### src/verilog/rtcb_params.svh
`ifndef RTCB_PARAMS_SVH
`define RTCB_PARAMS_SVH

// System clock rate in MHz (4 ns period)
`define RTCB_CLK_MHZ 250
// Crystal-valid blanking time after crystal start, in ms
`define RTCB_BLANK_MS 2
// Missing-clock limit on a stuck level, in us
`define RTCB_MISS_US 100
// Oscillator cycles between two load steps
`define RTCB_STEP_OSC_CYCLES 16
// Load capacitance code width and the end codes
`define RTCB_LOAD_W 4
`define RTCB_LOAD_MIN 4'h0
`define RTCB_LOAD_MAX 4'hf
// Timer increment weights: bit 0 or bit 1
`define RTCB_INC_BIT0 2'h1
`define RTCB_INC_BIT1 2'h2
// Width of the long cycle counters
`define RTCB_CNT_W 32

`endif

### src/verilog/rtcb_pkg.sv
`include "rtcb_params.svh"

package rtcb_pkg;

  // Timebase source, one-hot
  typedef enum logic [3:0] {
    RTCB_SRC_NONE = 4'h1,
    RTCB_SRC_LFO = 4'h2,
    RTCB_SRC_XTAL = 4'h4,
    RTCB_SRC_SELF = 4'h8
  } rtcb_src_e;

  // Software configuration bits
  typedef struct packed {
    logic crystal_mode_select;
    logic gain_control_enable;
    logic bias_double_enable;
    logic osc_power_enable;
    logic low_freq_osc_enable;
    logic autostep_enable;
    logic missing_clk_enable;
    logic [`RTCB_LOAD_W-1:0] load_cap_select;
  } rtcb_cfg_s;

  // Analog steering bits toward the oscillator circuit
  typedef struct packed {
    logic pins_shorted;
    logic bias_double;
    logic gain_control;
    logic lfo_run;
    logic osc_run;
    logic [`RTCB_LOAD_W-1:0] load_cap_applied;
  } rtcb_ana_s;

endpackage : rtcb_pkg

### src/verilog/rtcb_timebase_ctrl.sv
`include "rtcb_params.svh"

module rtcb_timebase_ctrl #(
  parameter int unsigned BLANK_CYCLES = `RTCB_BLANK_MS * 1000 * `RTCB_CLK_MHZ,
  parameter int unsigned MISS_CYCLES = `RTCB_MISS_US * `RTCB_CLK_MHZ
) (
  // Clock and reset
  input wire logic clock,
  input wire logic rst_b,
  // Software configuration
  input wire rtcb_pkg::rtcb_cfg_s cfg,
  input wire logic osc_fail_clear,
  // Oscillator side inputs, asynchronous
  input wire logic osc_pin_in,
  input wire logic lfo_clk_in,
  input wire logic amp_detect_in,
  // Oscillator steering
  output rtcb_pkg::rtcb_ana_s ana_q,
  // Timebase toward the timer
  output rtcb_pkg::rtcb_src_e src_q,
  output logic tick_q,
  output logic [1:0] inc_weight_q,
  // Status
  output logic load_cap_ready_flag_q,
  output logic crystal_valid_flag_q,
  output logic osc_fail_flag_q
);
  import rtcb_pkg::*;

  localparam logic [`RTCB_CNT_W-1:0] BLANK_LIM = `RTCB_CNT_W'(BLANK_CYCLES);
  localparam logic [`RTCB_CNT_W-1:0] MISS_LIM = `RTCB_CNT_W'(MISS_CYCLES);
  localparam logic [`RTCB_CNT_W-1:0] STEP_LIM = `RTCB_CNT_W'(`RTCB_STEP_OSC_CYCLES);
  localparam logic [`RTCB_CNT_W-1:0] CNT_ONE = `RTCB_CNT_W'(1);

  // Reset release through two flops
  logic rst_m_q;
  logic rst_sync_b;
  always_ff @(posedge clock or negedge rst_b) begin
    if (!rst_b) begin
      rst_m_q <= 1'b0;
      rst_sync_b <= 1'b0;
    end else begin
      rst_m_q <= 1'b1;
      rst_sync_b <= rst_m_q;
    end
  end

  // Pin-side levels
  logic osc_lvl;
  logic lfo_lvl;
  logic amp_lvl;
  rtcb_pin_sync u_sync_osc (.clock(clock), .rst_sync_b(rst_sync_b), .din(osc_pin_in),
    .lvl_q(osc_lvl));
  rtcb_pin_sync u_sync_lfo (.clock(clock), .rst_sync_b(rst_sync_b), .din(lfo_clk_in),
    .lvl_q(lfo_lvl));
  rtcb_pin_sync u_sync_amp (.clock(clock), .rst_sync_b(rst_sync_b), .din(amp_detect_in),
    .lvl_q(amp_lvl));

  // Registered copies for edge detection
  logic osc_lvl_q;
  logic lfo_lvl_q;
  logic pwr_q;
  logic mode_sel_q;
  logic astep_q;
  logic [`RTCB_LOAD_W-1:0] sel_q;

  // Timebase selection; the LOW_FREQ_OSCILLATOR wins because enabling it also selects it
  // source select
  rtcb_src_e src_d;
  assign src_d = cfg.low_freq_osc_enable ? RTCB_SRC_LFO :
                 !cfg.osc_power_enable ? RTCB_SRC_NONE :
                 cfg.crystal_mode_select ? RTCB_SRC_XTAL : RTCB_SRC_SELF;

  // Rising edges of each source; the CMOS clock arrives on the same pin
  wire osc_rise = osc_lvl && !osc_lvl_q;
  wire lfo_rise = lfo_lvl && !lfo_lvl_q;
  logic sel_rise;
  logic sel_lvl;
  always_comb begin
    sel_rise = 1'b0;
    sel_lvl = 1'b0;
    unique case (src_q)
      RTCB_SRC_NONE: sel_rise = 1'b0;
      RTCB_SRC_LFO: begin
        sel_rise = lfo_rise;
        sel_lvl = lfo_lvl;
      end
      RTCB_SRC_XTAL, RTCB_SRC_SELF: begin
        sel_rise = osc_rise;
        sel_lvl = osc_lvl;
      end
      default: sel_rise = 1'b0;
    endcase
  end

  // Steering decode
  // short pins
  wire short_d = cfg.osc_power_enable && !cfg.crystal_mode_select;
  wire bias_d = cfg.bias_double_enable;
  // Gain control only reaches the circuit in crystal mode, protecting self-oscillation
  // gain gated
  wire gain_d = cfg.gain_control_enable && cfg.crystal_mode_select;

  // Restart events for load stepping and blanking
  wire pwr_rise = cfg.osc_power_enable && !pwr_q;
  wire mode_chg = cfg.crystal_mode_select != mode_sel_q;
  wire astep_rise = cfg.autostep_enable && !astep_q;
  wire step_restart = pwr_rise || astep_rise;
  wire sel_chg = cfg.load_cap_select != sel_q;

  // Step interval counter, advanced by oscillator edges
  // step period
  logic [`RTCB_CNT_W-1:0] step_cnt_q;
  wire step_due = osc_rise && (step_cnt_q >= STEP_LIM - CNT_ONE);
  wire [`RTCB_CNT_W-1:0] step_cnt_d = step_restart || step_due ? '0 :
                                     osc_rise ? step_cnt_q + CNT_ONE : step_cnt_q;

  // Applied load; stepping down is immediate, as a lower load never slows start-up
  // load code
  logic [`RTCB_LOAD_W-1:0] load_q;
  wire [`RTCB_LOAD_W-1:0] load_inc = load_q + `RTCB_LOAD_W'(1);
  wire [`RTCB_LOAD_W-1:0] load_d =
    !cfg.autostep_enable ? cfg.load_cap_select :
    step_restart ? `RTCB_LOAD_MIN :
    (load_q > cfg.load_cap_select) ? cfg.load_cap_select :
    (step_due && load_q < cfg.load_cap_select) ? load_inc : load_q;

  // Ready follows the applied load one cycle later
  // ready set
  wire ready_d = !step_restart && !sel_chg && (load_q == sel_q);

  // Crystal-valid blanking counter
  // blank window
  logic [`RTCB_CNT_W-1:0] blank_cnt_q;
  wire xtal_on = cfg.osc_power_enable && cfg.crystal_mode_select;
  wire blank_done = blank_cnt_q >= BLANK_LIM;
  wire [`RTCB_CNT_W-1:0] blank_cnt_d = (!xtal_on || pwr_rise || mode_chg) ? '0 :
                                      blank_done ? blank_cnt_q : blank_cnt_q + CNT_ONE;
  wire valid_d = cfg.bias_double_enable && xtal_on && blank_done && amp_lvl;

  // Missing-clock detector on the selected timebase level
  // stuck detect
  logic [`RTCB_CNT_W-1:0] miss_cnt_q;
  logic sel_lvl_q;
  wire sel_edge = sel_lvl != sel_lvl_q;
  wire miss_hit = cfg.missing_clk_enable && (miss_cnt_q >= MISS_LIM);
  wire [`RTCB_CNT_W-1:0] miss_cnt_d = (!cfg.missing_clk_enable || sel_edge) ? '0 :
                                     miss_hit ? miss_cnt_q : miss_cnt_q + CNT_ONE;
  // A set in the clearing cycle wins
  wire fail_d = miss_hit || (osc_fail_flag_q && !osc_fail_clear);

  // LOW_FREQ_OSCILLATOR ticks weigh two so the count rate matches a crystal
  // double weight
  wire [1:0] weight_d = (src_q == RTCB_SRC_LFO) ? `RTCB_INC_BIT1 : `RTCB_INC_BIT0;

  // Edge and history registers
  always_ff @(posedge clock or negedge rst_sync_b) begin
    if (!rst_sync_b) begin
      osc_lvl_q <= 1'b0;
      lfo_lvl_q <= 1'b0;
      sel_lvl_q <= 1'b0;
      pwr_q <= 1'b0;
      mode_sel_q <= 1'b0;
      astep_q <= 1'b0;
      sel_q <= `RTCB_LOAD_MIN;
    end else begin
      osc_lvl_q <= osc_lvl;
      lfo_lvl_q <= lfo_lvl;
      sel_lvl_q <= sel_lvl;
      pwr_q <= cfg.osc_power_enable;
      mode_sel_q <= cfg.crystal_mode_select;
      astep_q <= cfg.autostep_enable;
      sel_q <= cfg.load_cap_select;
    end
  end

  // Counters and load state
  always_ff @(posedge clock or negedge rst_sync_b) begin
    if (!rst_sync_b) begin
      step_cnt_q <= '0;
      blank_cnt_q <= '0;
      miss_cnt_q <= '0;
      load_q <= `RTCB_LOAD_MIN;
    end else begin
      step_cnt_q <= step_cnt_d;
      blank_cnt_q <= blank_cnt_d;
      miss_cnt_q <= miss_cnt_d;
      load_q <= load_d;
    end
  end

  // Output registers
  always_ff @(posedge clock or negedge rst_sync_b) begin
    if (!rst_sync_b) begin
      ana_q <= '0;
      src_q <= RTCB_SRC_NONE;
      tick_q <= 1'b0;
      inc_weight_q <= `RTCB_INC_BIT0;
      load_cap_ready_flag_q <= 1'b0;
      crystal_valid_flag_q <= 1'b0;
      osc_fail_flag_q <= 1'b0;
    end else begin
      ana_q <= '{short_d, bias_d, gain_d, cfg.low_freq_osc_enable,
                 cfg.osc_power_enable, load_d};
      src_q <= src_d;
      tick_q <= sel_rise;
      inc_weight_q <= weight_d;
      load_cap_ready_flag_q <= ready_d;
      crystal_valid_flag_q <= valid_d;
      osc_fail_flag_q <= fail_d;
    end
  end

  property p_lfo_select;
    @(posedge clock) disable iff (!rst_sync_b)
      cfg.low_freq_osc_enable |=> (src_q == RTCB_SRC_LFO);
  endproperty
  a_lfo_select: assert property (p_lfo_select) else $error("LOW_FREQ_OSCILLATOR not selected");
  property p_short;
    @(posedge clock) disable iff (!rst_sync_b)
      $rose(ana_q.pins_shorted) |-> $past(cfg.osc_power_enable && !cfg.crystal_mode_select);
  endproperty
  a_short: assert property (p_short) else $error("Pins shorted outside self mode");
  property p_weight;
    @(posedge clock) disable iff (!rst_sync_b)
      (src_q == RTCB_SRC_LFO) |=> (inc_weight_q == `RTCB_INC_BIT1);
  endproperty
  a_weight: assert property (p_weight) else $error("LOW_FREQ_OSCILLATOR tick weight wrong");
  property p_valid_low;
    @(posedge clock) disable iff (!rst_sync_b)
      !cfg.bias_double_enable |=> !crystal_valid_flag_q;
  endproperty
  a_valid_low: assert property (p_valid_low) else $error("Valid without bias double");
  property p_blank;
    @(posedge clock) disable iff (!rst_sync_b)
      crystal_valid_flag_q |-> ($past(blank_cnt_q) >= BLANK_LIM);
  endproperty
  a_blank: assert property (p_blank) else $error("Valid inside blanking");
  property p_step_one;
    @(posedge clock) disable iff (!rst_sync_b)
      (cfg.autostep_enable && $past(cfg.autostep_enable) && load_q > $past(load_q))
        |-> (load_q == $past(load_q) + `RTCB_LOAD_W'(1));
  endproperty
  a_step_one: assert property (p_step_one) else $error("Load stepped by more than one");
  property p_ready;
    @(posedge clock) disable iff (!rst_sync_b)
      load_cap_ready_flag_q |-> ($past(load_q) == $past(sel_q));
  endproperty
  a_ready: assert property (p_ready) else $error("Ready before load reached");
  property p_ready_clr;
    @(posedge clock) disable iff (!rst_sync_b)
      sel_chg |=> !load_cap_ready_flag_q;
  endproperty
  a_ready_clr: assert property (p_ready_clr) else $error("Ready kept after new value");
  property p_fail;
    @(posedge clock) disable iff (!rst_sync_b)
      miss_hit |=> osc_fail_flag_q;
  endproperty
  a_fail: assert property (p_fail) else $error("Stuck clock not flagged");
  property p_gain;
    @(posedge clock) disable iff (!rst_sync_b)
      !cfg.crystal_mode_select |=> !ana_q.gain_control;
  endproperty
  a_gain: assert property (p_gain) else $error("Gain control in self mode");
  c_ready: cover property (@(posedge clock) $rose(load_cap_ready_flag_q));
  c_valid: cover property (@(posedge clock) $rose(crystal_valid_flag_q));
  c_fail: cover property (@(posedge clock) $rose(osc_fail_flag_q));
  c_lfo_tick: cover property (@(posedge clock) tick_q && src_q == RTCB_SRC_LFO);

endmodule // rtcb_timebase_ctrl

### src/verilog/rtcb_pin_sync.sv
// Three-stage synchroniser; the level moves once stages two and three agree
module rtcb_pin_sync (
  // Clock and reset
  input wire logic clock,
  input wire logic rst_sync_b,
  // Asynchronous input and filtered level
  input wire logic din,
  output logic lvl_q
);

  logic s1_q;
  logic s2_q;
  logic s3_q;

  // The first stage feeds only the second
  always_ff @(posedge clock or negedge rst_sync_b) begin
    if (!rst_sync_b) begin
      s1_q <= 1'b0;
      s2_q <= 1'b0;
      s3_q <= 1'b0;
      lvl_q <= 1'b0;
    end else begin
      s1_q <= din;
      s2_q <= s1_q;
      s3_q <= s2_q;
      lvl_q <= (s2_q == s3_q) ? s3_q : lvl_q;
    end
  end

endmodule // rtcb_pin_sync

### config.mk
export PLATFORM = sky130hd
export DESIGN_NAME = rtcb_timebase_ctrl
export DESIGN_NICKNAME = d
export VERILOG_FILES = /design/src/verilog/rtcb_pkg.sv /design/src/verilog/rtcb_timebase_ctrl.sv /design/src/verilog/rtcb_pin_sync.sv
export VERILOG_INCLUDE_DIRS = /design/src /design/src/verilog
export SDC_FILE = /design/constraint.sdc
export NUM_CORES = 1
export LEC_CHECK = 0
export BUFFER_PORTS_ARGS = -buffer_cell sky130_fd_sc_hd__buf_4
export CORE_MARGIN = 5
export CORE_UTILIZATION = 38
export DETAILED_ROUTE_END_ITERATION = 16
export GPL_TIMING_DRIVEN = 0
export PLACE_DENSITY = 0.62
export SYNTH_ARGS = -nofsm -noshare
export SYNTH_HDL_FRONTEND = slang
export SYNTH_SLANG_ARGS = --single-unit
### constraint.sdc
create_clock -name clock -period 4.6 [get_ports clock]
set_clock_uncertainty 0.15 [all_clocks]
set_input_delay 0.92 -clock clock [delete_from_list [all_inputs] [get_ports clock]]
set_output_delay 0.92 -clock clock [all_outputs]
set_load 0.05 [all_outputs]
==> flow_summary.ini <==
[yosys]
synthFlopType = dfrtp_1
avgSynthCellArea_sq_um = 10.38
ys_types = 55
synth_cells = 580
synth_edf_count = 0
synth.most_common_cell = dfrtp_1
synth_area_sq_um = 6022
syn_nets = 607
ys_top_cells_by_area = dfrtp_1 56%, nor2_1 4.9%, and2_1 3.1%
synth.largest_area_cell = dfrtp_1
synth_top_area_frac = 0.5610
synth_commonest_cells = 135 x dfrtp_1, 79 x nor2_1, 38 x nand2_1, 32 x a21oi_1, 30 x and2_1
synth_seq_cells = 137
yosysSeqAreaShare = 0.5697
synth_async_sr_flop_share = 1.000
yosysWarnings = 0

[drt]
drt_iter0_markers = 300
antenna_left = 0
via_count = 4531
routedWlPerCell_um = 14.61
firstDrtPassIters = 4
via_per_inst = 5.244
drc = 0
routed_wl_mm = 12.63

[cts]
cts_buffer_depth = 2
clock_sinks = 137
tritoncts = built
numCtsBuffers = 17
post-cts-setup-buffers = 0
clk_pin_slew_ns = 0.06
cts_hold_buf = 0
clk_latency_ns = 0.42
htree_num_levels = 4
cts.repair.resized = 0
cts-root-buf = clkbuf_16

[floorplan]
std_cell_rows = 46
dieHeight_um = 135.9
pin_count = 36
fp.dieW_um = 135.9
coreArea_sq_um = 15710
die_area_sq_um = 18460
start_util = 0.3833

[setup_path]
cp_top_family = simple AND/OR/NAND/NOR gates
crit_required_ns = 4.79
crit_path_max_incr_delay_ns = 0.54
cp_slowest_cell = nor3b_1
crit_fanout = 8
r2r_start = blank_cnt_q[28]
reg2reg_slack_ns = 2.09
end_kind = flop
start_kind = input port
cp_num_buf_inv = 2
r2r_end = blank_cnt_q[16]
worstRegToRegCells = 6
cp.arrival_ns = 2.73
path_cells = buf_4 -> nand2b_1 -> and3_1 -> clkbuf_1 -> nor3_1 -> nor3b_1 -> a31oi_1 -> nor2_1
critical_path_class = in -> reg

[timing]
rsz0062_at_grt = no
timing.fmax_mhz = 394.5
fin_crit_ns = 2.535
drv_slew = 0
maxSlewHeadroom = 0.4448
setup_viol_count_final = 0
holdWs_ns = 0.1193
finalHoldViolations = 0
finalCritPeriodShare = 0.5510
worst-slew-pin-transition_ns = 0.8328

[pwr]
pwr-share-seq = 0.434
p_comb_frac = 0.093
ir_drop_mv = 0.2887
powerDensity_nw_per_um2 = 413.5
swShare = 0.2561
internal_power_mw = 2.214
clkPwrFrac = 0.473
power.switching_mw = 0.7621
finalPower_mw = 2.976
total_leakage_power_nw = 3.180

[final_layout]
post-route-cell-area_sq_um = 7197
final_nets = 662
area_growth_pct = 19.51
fin_util = 0.4580
seqCellArea_sq_um = 3435
drive_above_1_share = 0.1343
nFillCells = 1471
multi_input_area_sq_um = 2456
n_antenna_cell = 0

[grt]
overflow = 0
grt_max_degree = 74
antenna_found_initial = 0
grt_pass1_vias = 4521
grt_pass1_wl_mm = 21.49
grt_usage = 0.1465

[status]
status = finished clean

[place]
hpwl_mm = 8.758
port_buffers = 35
routabilityCongestion = 0.8508
dpl_cell_area_sq_um = 6586

[worst_hold_path]
hold_class = in -> async

[flow_run]
cap_violations = 0
## worst max-delay path by stage
stage                     slack [ns]  cells after the start              end             from
after floorplan                 0.35                      0         ana_q[0]       rst_sync_b
after global placement         -1.03                      0  osc_fail_flag_q       rst_sync_b
after detailed placement        1.64                      9         ana_q[1]           cfg[1]
after CTS                       2.03                      6  blank_cnt_q[16]  blank_cnt_q[28]
after global routing            1.87                      6  blank_cnt_q[16]  blank_cnt_q[23]
final                           2.07                      8   step_cnt_q[29]           cfg[7]
## power groups by stage
stage / Sequential (mW) / Combinational (mW) / Clock [mW]
floorplan: 1.37 / 0.122 / 0
global placement: 1.32 / 0.254 / 0
detailed placement: 1.31 / 0.280 / 0
CTS: 1.29 / 0.281 / 1.44
global route: 1.30 / 0.304 / 1.49
finish: 1.29 / 0.277 / 1.41
## metal layers
layer	track usage	vias to the layer above	part of all wire
met1	0.1853	2259	0.46
met2	0.2406	71	0.49
met5	0	-	0
met4	0.05599	0	0.014
met3	0.03997	16	0.034
li1	-	2185	-
## cell type report
| type | count | area share |
|---|---|---|
| Buffer | 17 | 0.01043 |
| Clock buffer | 19 | 0.06154 |
| Clock inverter | 13 | 0.02330 |
| Timing Repair Buffer | 36 | 0.04033 |
| Multi-Input combinational cell | 410 | 0.3413 |
| Inverter | 16 | 0.008345 |
| Tap cell | 216 | 0.03755 |
| Sequential cell | 137 | 0.4772 |
## cells by family after synthesis
group                      synth area share
and+or+nand+nor                      0.2418
DFF                                  0.5697
AOI/OAI and AO/OA                   0.09869
buffers and inverters               0.02244
xor gates and xnor gates            0.03200
adders and majority gates           0.02576
muxes                              0.008934
other                             0.0006227
## stage by stage
step	cells	TNS, ns	setup slack, ns
after global placement	831	-135.83	-1.028
after detailed placement	832	0	1.636
after global routing	864	0	1.873
after floorplan	580	0	0.3539
final	864	0	2.065
after CTS	864	0	2.031
## registers in the layout, indices dropped and copies added (netlist names), 2 cells and up
name          count
blank_cnt_q      32
sel_q             4
miss_cnt_q       32
step_cnt_q       32
src_q             4
inc_weight_q      2
ana_q             8
## cell usage in the layout, fill, tap and decap left out, types with 11 or more instances in the layout
cell | netlist | routed
nor2_1 | 79 | 79
inv_1 | 16 | 16
clkbuf_16 | 0 | 17
nand2_1 | 38 | 38
buf_4 | 2 | 37
and2_1 | 30 | 30
xor2_1 | 13 | 13
a21oi_1 | 32 | 32
nand4_1 | 17 | 17
dfrtp_1 | 135 | 134
nand3_1 | 20 | 20
and3_1 | 15 | 15
nor3_1 | 13 | 13
o21ai_1 | 16 | 16
or3_1 | 13 | 13
nor4_1 | 14 | 14
a31oi_1 | 12 | 12
clkbuf_1 | 10 | 11
Note: power is estimated with default switching activity, not from simulation.
